## src/dcc_regs.vh

```
// register addresses, field positions, lengths and reset values
`ifndef DCC_REGS_VH
`define DCC_REGS_VH
`define DCC_ADDR_AUTO_GAIN    8'h17
`define DCC_ADDR_SAVE_DEFAULT 8'h18
`define DCC_ADDR_STANDBY      8'h19
`define DCC_ADDR_REF_CLOCK    8'h1a
`define DCC_ADDR_OSC_TUNE     8'h1b
`define DCC_ADDR_OSC1_ROUTE   8'h1c
`define DCC_LEN_AUTO_GAIN     3'h5
`define DCC_LEN_SAVE_DEFAULT  3'h1
`define DCC_LEN_STANDBY       3'h1
`define DCC_LEN_REF_CLOCK     3'h1
`define DCC_LEN_OSC_TUNE      3'h3
`define DCC_LEN_OSC1_ROUTE    3'h1
`define DCC_AG_ENABLE         0
`define DCC_AG_LOAD           1
`define DCC_AG_AMP_AUTO       2
`define DCC_AG_LIN_HI         4
`define DCC_AG_LIN_LO         3
`define DCC_AG_RF_HI          15
`define DCC_AG_RF_LO          8
`define DCC_AG_MIX_HI         23
`define DCC_AG_MIX_LO         16
`define DCC_AG_IF_HI          31
`define DCC_AG_IF_LO          24
`define DCC_SB_STATE          0
`define DCC_SB_SEC_HI         3
`define DCC_SB_SEC_LO         1
`define DCC_SEC_ALL           3'h0
`define DCC_SEC_OSC1          3'h1
`define DCC_SEC_OSC2          3'h2
`define DCC_SEC_OSC3          3'h3
`define DCC_SEC_CHAIN         3'h4
`define DCC_RC_LOCK           0
`define DCC_RC_OUT_ON         1
`define DCC_RC_RATE           2
`define DCC_RC_BACKPLANE      3
`define DCC_RST_AG_CFG        5'h00
`define DCC_RST_LEVELS        24'h000000
`define DCC_RST_TUNE          16'h8000
`define DCC_READBACK_BYTE     8'h00
`endif

```

## src/dcc_config_cmd.v

```verilog
// command decoder for the downconverter configuration registers
`timescale 1ns/1ps
`include "dcc_regs.vh"

module dcc_config_cmd #(
  parameter HAS_BACKPLANE = 1         // backplane-capable variant
) (
  input  wire        clk,                    // 200 MHz system clock
  input  wire        rst_b,                  // async reset, active low
  input  wire        rx_valid,               // pulse: host byte present
  input  wire [7:0]  rx_byte,                // host byte, address first
  input  wire        rd_req,                 // pulse: host reads one byte
  input  wire        rf_freq_change,         // pulse: rf frequency changed
  input  wire        nv_done,                // pulse: store finished
  output reg         rd_valid_q,             // pulse: read-back byte valid
  output reg  [7:0]  rd_byte_q,              // read-back byte
  output reg         resp_pending_q,         // a read-back byte is owed
  output reg         gain_tracking_enable_q, // gain tracking on
  output reg         amp_auto_control_q,     // amp may be changed
  output reg  [1:0]  linearity_priority_q,   // trade-off selection
  output reg  [7:0]  expected_input_level_q, // sign-magnitude dB
  output reg  [7:0]  expected_mixer_drive_q, // sign-magnitude dB
  output reg  [7:0]  expected_output_level_q,// sign-magnitude dB
  output reg  [7:0]  atten_q,                // computed attenuation
  output reg         rf_amp_on_q,            // computed amp state
  output reg         gain_applied_q,         // pulse: new gain state
  output reg         nv_store_q,             // pulse: save settings
  output reg         nv_busy_q,              // store in progress
  output reg         pd_all_q,               // whole device powered down
  output reg  [2:0]  pd_lo_q,                // oscillators 1..3 down
  output reg         pd_chain_q,             // signal chain down
  output reg         external_ref_lock_q,    // lock to external ref
  output reg         ref_port_output_on_q,   // reference out port on
  output reg         ref_output_rate_select_q, // 0 10 MHz, 1 100 MHz
  output reg         backplane_clock_export_q, // backplane clock out
  output reg  [15:0] osc_dac_word_q,         // reference oscillator dac
  output reg         osc_dac_load_q,         // pulse: dac update
  output reg         first_local_oscillator_out_q // 1 drives lo out port
);
  localparam ST_ADDR = 2'd0;
  localparam ST_DATA = 2'd1;
  localparam ST_EXEC = 2'd2;

  reg  [1:0]  state_q;
  reg  [7:0]  addr_q;
  reg  [2:0]  left_q;
  reg  [2:0]  cnt_q;
  reg  [39:0] pay_q;
  reg  [2:0]  len_d;
  reg         known_d;
  reg         freq_change_q;
  wire [7:0]  trk_atten;
  wire        trk_amp;
  wire        trk_applied;

  // payload length per address; low byte first
  always @* begin
    known_d = 1'b1;
    case (rx_byte)
      `DCC_ADDR_AUTO_GAIN:    len_d = `DCC_LEN_AUTO_GAIN;
      `DCC_ADDR_SAVE_DEFAULT: len_d = `DCC_LEN_SAVE_DEFAULT;
      `DCC_ADDR_STANDBY:      len_d = `DCC_LEN_STANDBY;
      `DCC_ADDR_REF_CLOCK:    len_d = `DCC_LEN_REF_CLOCK;
      `DCC_ADDR_OSC_TUNE:     len_d = `DCC_LEN_OSC_TUNE;
      `DCC_ADDR_OSC1_ROUTE:   len_d = `DCC_LEN_OSC1_ROUTE;
      default: begin
        len_d   = 3'h1;
        known_d = 1'b0;
      end
    endcase
  end

  dcc_gain_track u_track (
    .clk         (clk),
    .rst_b       (rst_b),
    .enable      (gain_tracking_enable_q),
    .amp_auto    (amp_auto_control_q),
    .lin_prio    (linearity_priority_q),
    .rf_level    (expected_input_level_q),
    .mix_level   (expected_mixer_drive_q),
    .if_level    (expected_output_level_q),
    .freq_change (freq_change_q),
    .atten_q     (trk_atten),
    .amp_on_q    (trk_amp),
    .applied_q   (trk_applied)
  );

  // frame receive and dispatch
  always @(posedge clk or negedge rst_b) begin
    if (!rst_b) begin
      state_q                  <= ST_ADDR;
      addr_q                   <= 8'h00;
      left_q                   <= 3'h0;
      cnt_q                    <= 3'h0;
      pay_q                    <= 40'h0;
      gain_tracking_enable_q   <= 1'b0;
      amp_auto_control_q       <= 1'b0;
      linearity_priority_q     <= 2'h0;
      expected_input_level_q   <= 8'h00;
      expected_mixer_drive_q   <= 8'h00;
      expected_output_level_q  <= 8'h00;
      nv_store_q               <= 1'b0;
      pd_all_q                 <= 1'b0;
      pd_lo_q                  <= 3'h0;
      pd_chain_q               <= 1'b0;
      external_ref_lock_q      <= 1'b0;
      ref_port_output_on_q     <= 1'b0;
      ref_output_rate_select_q <= 1'b0;
      backplane_clock_export_q <= 1'b0;
      osc_dac_word_q           <= `DCC_RST_TUNE;
      osc_dac_load_q           <= 1'b0;
      first_local_oscillator_out_q <= 1'b0;
    end else begin
      nv_store_q     <= 1'b0;
      osc_dac_load_q <= 1'b0;
      case (state_q)
        ST_ADDR: if (rx_valid) begin
          addr_q  <= known_d ? rx_byte : 8'hff;
          left_q  <= len_d;
          cnt_q   <= 3'h0;
          pay_q   <= 40'h0;
          state_q <= ST_DATA;
        end
        ST_DATA: if (rx_valid) begin
          case (cnt_q)
            3'd0: pay_q[7:0]   <= rx_byte;
            3'd1: pay_q[15:8]  <= rx_byte;
            3'd2: pay_q[23:16] <= rx_byte;
            3'd3: pay_q[31:24] <= rx_byte;
            default: pay_q[39:32] <= rx_byte;
          endcase
          cnt_q <= cnt_q + 3'h1;
          if (left_q == 3'h1)
            state_q <= ST_EXEC;
          left_q <= left_q - 3'h1;
        end
        ST_EXEC: begin
          state_q <= ST_ADDR;
          // unused payload bits are never looked at
          case (addr_q)
            `DCC_ADDR_AUTO_GAIN: begin
              gain_tracking_enable_q <= pay_q[`DCC_AG_ENABLE];
              if (pay_q[`DCC_AG_LOAD]) begin
                amp_auto_control_q <= pay_q[`DCC_AG_AMP_AUTO];
                linearity_priority_q <=
                  pay_q[`DCC_AG_LIN_HI:`DCC_AG_LIN_LO];
                expected_input_level_q <=
                  pay_q[`DCC_AG_RF_HI:`DCC_AG_RF_LO];
                expected_mixer_drive_q <=
                  pay_q[`DCC_AG_MIX_HI:`DCC_AG_MIX_LO];
                expected_output_level_q <=
                  pay_q[`DCC_AG_IF_HI:`DCC_AG_IF_LO];
              end
            end
            `DCC_ADDR_SAVE_DEFAULT:
              nv_store_q <= 1'b1;
            `DCC_ADDR_STANDBY:
              case (pay_q[`DCC_SB_SEC_HI:`DCC_SB_SEC_LO])
                `DCC_SEC_ALL:   pd_all_q   <= pay_q[`DCC_SB_STATE];
                `DCC_SEC_OSC1:  pd_lo_q[0] <= pay_q[`DCC_SB_STATE];
                `DCC_SEC_OSC2:  pd_lo_q[1] <= pay_q[`DCC_SB_STATE];
                `DCC_SEC_OSC3:  pd_lo_q[2] <= pay_q[`DCC_SB_STATE];
                `DCC_SEC_CHAIN: pd_chain_q <= pay_q[`DCC_SB_STATE];
                default:        pd_all_q   <= pd_all_q;
              endcase
            `DCC_ADDR_REF_CLOCK: begin
              external_ref_lock_q      <= pay_q[`DCC_RC_LOCK];
              ref_port_output_on_q     <= pay_q[`DCC_RC_OUT_ON];
              ref_output_rate_select_q <= pay_q[`DCC_RC_RATE];
              backplane_clock_export_q <= (HAS_BACKPLANE != 0) &&
                                          pay_q[`DCC_RC_BACKPLANE];
            end
            `DCC_ADDR_OSC_TUNE: begin
              osc_dac_word_q <= pay_q[15:0];
              osc_dac_load_q <= 1'b1;
            end
            `DCC_ADDR_OSC1_ROUTE:
              first_local_oscillator_out_q <= pay_q[0];
            default: addr_q <= addr_q;
          endcase
        end
        default: state_q <= ST_ADDR;
      endcase
    end
  end

  // read-back byte, store busy, registered tracking outputs
  always @(posedge clk or negedge rst_b) begin
    if (!rst_b) begin
      resp_pending_q <= 1'b0;
      rd_valid_q     <= 1'b0;
      rd_byte_q      <= 8'h00;
      nv_busy_q      <= 1'b0;
      freq_change_q  <= 1'b0;
      atten_q        <= 8'h00;
      rf_amp_on_q    <= 1'b0;
      gain_applied_q <= 1'b0;
    end else begin
      freq_change_q  <= rf_freq_change;
      atten_q        <= trk_atten;
      rf_amp_on_q    <= trk_amp;
      gain_applied_q <= trk_applied;
      rd_valid_q     <= 1'b0;
      if (state_q == ST_EXEC)
        resp_pending_q <= 1'b1;
      else if (rd_req && resp_pending_q) begin
        resp_pending_q <= 1'b0;
        rd_valid_q     <= 1'b1;
        rd_byte_q      <= `DCC_READBACK_BYTE;
      end
      // a new store request wins over a done in the same cycle
      if (nv_store_q)
        nv_busy_q <= 1'b1;
      else if (nv_done)
        nv_busy_q <= 1'b0;
    end
  end
endmodule // dcc_config_cmd

```

## src/dcc_gain_track.v

```verilog
// gain tracking: recomputes attenuator and amp state on rf frequency change
`timescale 1ns/1ps
module dcc_gain_track (
  input  wire        clk,          // system clock
  input  wire        rst_b,        // async reset, active low
  input  wire        enable,       // gain tracking enable
  input  wire        amp_auto,     // amp may be changed
  input  wire [1:0]  lin_prio,     // linearity priority
  input  wire [7:0]  rf_level,     // sign-magnitude rf input level
  input  wire [7:0]  mix_level,    // sign-magnitude mixer level
  input  wire [7:0]  if_level,     // sign-magnitude output level
  input  wire        freq_change,  // pulse: rf frequency changed
  output reg  [7:0]  atten_q,      // attenuator setting, 0.25 dB lsb
  output reg         amp_on_q,     // rf amplifier on
  output reg         applied_q     // pulse: new state applied
);
  wire signed [8:0] rf_s;
  wire signed [8:0] mix_s;
  wire signed [8:0] if_s;
  reg  signed [9:0] back_off;
  reg  signed [9:0] gain_need;
  reg  signed [9:0] mix_margin;
  reg  signed [9:0] over_drive;
  reg  signed [9:0] atten_wide;
  reg  [7:0]        atten_d;
  reg               amp_d;

  // sign bit 1 means negative
  assign rf_s  = rf_level[7]  ? -{2'b00, rf_level[6:0]}
                              : {2'b00, rf_level[6:0]};
  assign mix_s = mix_level[7] ? -{2'b00, mix_level[6:0]}
                              : {2'b00, mix_level[6:0]};
  assign if_s  = if_level[7]  ? -{2'b00, if_level[6:0]}
                              : {2'b00, if_level[6:0]};

  // coarse model only; the real tables live in firmware
  // concatenations are unsigned: land differences in signed regs first
  always @* begin
    back_off   = {8'h00, lin_prio} <<< 1;
    gain_need  = {if_s[8], if_s} - {rf_s[8], rf_s};
    mix_margin = {mix_s[8], mix_s} - {rf_s[8], rf_s} + back_off;
    over_drive = {rf_s[8], rf_s} - {mix_s[8], mix_s} + back_off;
    atten_wide = over_drive <<< 2;
    if (mix_margin > 10'sd0)
      atten_d = 8'h00;
    else
      atten_d = atten_wide[7:0];
    amp_d = amp_on_q;
    if (amp_auto)
      amp_d = (gain_need > 10'sd0) && (lin_prio < 2'd2);
  end

  always @(posedge clk or negedge rst_b) begin
    if (!rst_b) begin
      atten_q   <= 8'h00;
      amp_on_q  <= 1'b0;
      applied_q <= 1'b0;
    end else begin
      applied_q <= 1'b0;
      if (enable && freq_change) begin
        atten_q   <= atten_d;
        amp_on_q  <= amp_d;
        applied_q <= 1'b1;
      end
    end
  end
endmodule // dcc_gain_track

```

## config.mk

```make
export PLATFORM = sky130hd
export DESIGN_NAME = dcc_config_cmd
export DESIGN_NICKNAME = d
export VERILOG_FILES = /design/src/dcc_config_cmd.v /design/src/dcc_gain_track.v
export VERILOG_INCLUDE_DIRS = /design/src
export SDC_FILE = /design/constraint.sdc
export NUM_CORES = 1
export LEC_CHECK = 0
export ABC_AREA = 1
export BUFFER_PORTS_ARGS = -buffer_cell sky130_fd_sc_hd__buf_2
export CELL_PAD_IN_SITES_DETAIL_PLACEMENT = 2
export CELL_PAD_IN_SITES_GLOBAL_PLACEMENT = 2
export CORE_MARGIN = 1.5
export CORE_UTILIZATION = 38
export DETAILED_ROUTE_END_ITERATION = 6
export GPL_TIMING_DRIVEN = 0
export PLACE_DENSITY = 0.83
export SLEW_MARGIN = 10
export SYNTH_ARGS = -nofsm -noshare
export SYNTH_HDL_FRONTEND = slang
export SYNTH_SLANG_ARGS = --single-unit
```

## constraint.sdc

```tcl
create_clock -name clk -period 8 [get_ports clk]
set_clock_uncertainty 0.1 [all_clocks]
set_input_delay 1.6 -clock clk [delete_from_list [all_inputs] [get_ports clk]]
set_output_delay 1.6 -clock clk [all_outputs]
set_load 0.01 [all_outputs]
```

==> flow_summary.yaml <==
outcome:
  status: "completed"
setup_path:
  critPathRequiredTime_ns: 8.26
  arrival_ns: 4.67
  crit_path_max_fanout: 6
  start_kind: "flop"
  cp-end-kind: "flop"
  critPathKind: "flop to flop"
pwr:
  power.density_nw_per_um2: 266
  power_w: 0.00213
  leakage_nw: 4.17
  ir_worst_vdd_v: 0.000165
cells_and_area:
  nets: 952
  final_cell_mix: "nand2_1 (167), dfrtp_1 (123), inv_1 (120), o21ai_0 (91), buf_2 (87)"
  layout_commonest_cell: "nand2_1"
  diodes: 0
  fillCellCount: 1914
  syn2layout_area_growth_pct: 19.8
  drive_gt1_frac: 0.199
clocking:
  cts.path.max_buffers: 2
  clk_pin_slew_ns: 0.06
  postCtsResizedCells: 0
  numClockSinks: 124
  htreeDepth: 4
  cts_tree: "built"
  cts_buffers: 17
  insertion_delay_ns: 0.43
  cts_setup_buffers: 0
  cts_hold_buf: 0
  cts-root-buf: "clkbuf_16"
drt:
  drc: 0
  via_count: 5824
  first_iter_violations: 227
  wl_um: 23700
  antenna_left: 0
  drt_first_pass_iters: 5
  viasPerCell: 5.15
  drt-wirelength-per-cell_um: 21.0
placement:
  port_buffers: 80
  dp_hpwl_um: 15900
  gp_congestion: 0.841
synth:
  synth.ff_latch_count: 124
  synth.area.mux_share: 0.00168
  synth_compound_area_frac: 0.114
  ys.flop_type: "dfrtp_1"
  synth.avg_cell_area_um2: 8.55
  yosys_warnings: 0
  synth_top_family_by_area: "simple AND/OR/NAND/NOR gates"
  yosysSeqAreaShare: 0.464
  synthArstFlopShare: 1.00
  syn-cell-area_um2: 6690
  yosys.area_share.simple: 0.202
  synth_enable_flop_cells: 0
  synthXorXnorAreaFrac: 0.0301
  synth_cells: 783
  synth-adder-area-share: 0.0938
  synthDistinctLibCells: 46
floorplan:
  rows: 48
  die-area_um2: 18400
  ios: 91
  fp.dieH_um: 136
  core_um2: 17200
  die_w_um: 136
  initial_utilization: 0.388
sta:
  hold_viol_final: 0
  rsz0062_at_grt: "false"
  max_freq_mhz: 227
  timing.final.crit_share: 0.551
  period_needed_ns: 4.41
  setup_tns_ns: 0
  worst_pin_slew_ns: 0.999
  slew_headroom: 0.327
  setup_viol: 0
  maxSlewViolCount: 0
global_route:
  grt_pass1_wl_um: 38100
  track_usage: 0.276
  grt_pass1_vias: 6823
  overflow: 0
  grt_start_max_net_pins: 87
  antenna_found_initial: 0
min_path:
  hold_class: "flop to flop"
flow_run:
  cap_violations: 0
==> through the flow <==
stage	area (µm²)	worst slack, ns	util	instances	hold WS [ns]
5_1_grt	8020	3.32	0.465	1130	0.290
6_report	8020	3.59	0.465	1130	0.258
2_1_floorplan	6730	4.39	-	792	0.231
4_1_cts	8020	3.60	0.465	1130	0.260
3_5_place_dp	7440	3.67	0.432	1098	0.246
3_3_place_gp	7410	3.66	0.430	1097	0.238
==> worst max-delay path, stage by stage, from the launching register on <==
cell and delay (ns):
dfrtp_1 0.50, inv_1 0.20, ha_1 0.32, or2_2 0.29, o21ai_0 0.38, inv_1 0.16, fa_1 0.48, inv_1 0.12
ha_1 0.18, inv_1 0.06, fa_1 0.40, o21ai_1 0.22, nand2_1 0.08, nand2_1 0.08, a21oi_2 0.06, xor2_1 0.15
nor2_1 0.10, nand3_1 0.14, nand3b_4 0.17, nand3_1 0.09, nand2_1 0.08
==> synthesized netlist by cell type (3+ instances only) <==
master    count  share of area
fa_1          7          0.021
nor2_4        3         0.0050
o21ai_0      91          0.068
nand2_4       3         0.0050
buf_2         8         0.0060
o21ai_1      15          0.011
nand3_2       5         0.0075
or2_2         4         0.0037
dfrtp_1     123           0.46
nand4_1       9         0.0084
nor2_1       47          0.026
buf_4        11          0.012
nor4_1        3         0.0028
nand2_2       8         0.0075
a21oi_1      26          0.019
clkbuf_1      5         0.0028
inv_1       120          0.067
xor2_1       16          0.021
nand2_1     167          0.094
xnor2_1       7         0.0092
nor3_1        9         0.0067
ha_1         39          0.073
nand3_1      21          0.016
inv_2         9         0.0050
==> logic make-up after synthesis <==
family	count (synthesis)
DFF	124
xor gates and xnor gates	23
muxes	1
buffers and inverters	154
AOI/OAI and AO/OA	145
other	1
adders and majority gates	46
and+or+nand+nor	289
==> final cells by class <==
class	count	area, µm²	area share
buffer	24	141	0.0176
clock buffer	18	439	0.0548
clock inverter	14	134	0.0167
inverter	130	490	0.0612
multi-input combinational	514	2990	0.373
sequential	124	3100	0.387
tap	225	282	0.0351
timing repair buffer	81	434	0.0542
==> state kept, by name, summed over array words and instances (netlist names), 6 cells and up <==
name,flops
expected_output_level_q,8
expected_input_level_q,8
u_track.atten_q,6
atten_q,6
expected_mixer_drive_q,8
osc_dac_word_q,16
pay_q,32
addr_q,8
==> metal layers <==
metal / vias to the layer above / part of all wire / track usage
met5: - / 0 / 0
met4: 0 / 0.028 / 0.0974
met3: 39 / 0.024 / 0.0419
met2: 109 / 0.55 / 0.530
met1: 2985 / 0.40 / 0.305
li1: 2691 / - / -
==> where the power goes <==
part	leakage (nW)	internal (W)	switching, W
Combinational	2.23	0.000169	0.000392
Clock	0.278	0.000441	0.000331
Sequential	1.67	0.000723	0.0000730
Total	4.17	0.00133	0.000796
==> worst paths after layout <==
kind / slack (ns) / from / depth (start not counted) / end
worst max-delay path: 3.59 / expected_input_level_q[0] / 20 / u_track.atten_q[4]
worst min-delay path: 0.26 / u_track.applied_q / 0 / gain_applied_q
worst max register to register: 3.59 / expected_input_level_q[0] / 20 / u_track.atten_q[4]
worst min register to register: 0.26 / u_track.applied_q / 0 / gain_applied_q
max in group asynchronous: 6.02 / rst_b / 2 / left_q[1]
min in group asynchronous: 0.99 / rst_b / 1 / u_track.amp_on_q
Power figures use the tool's default switching activity.
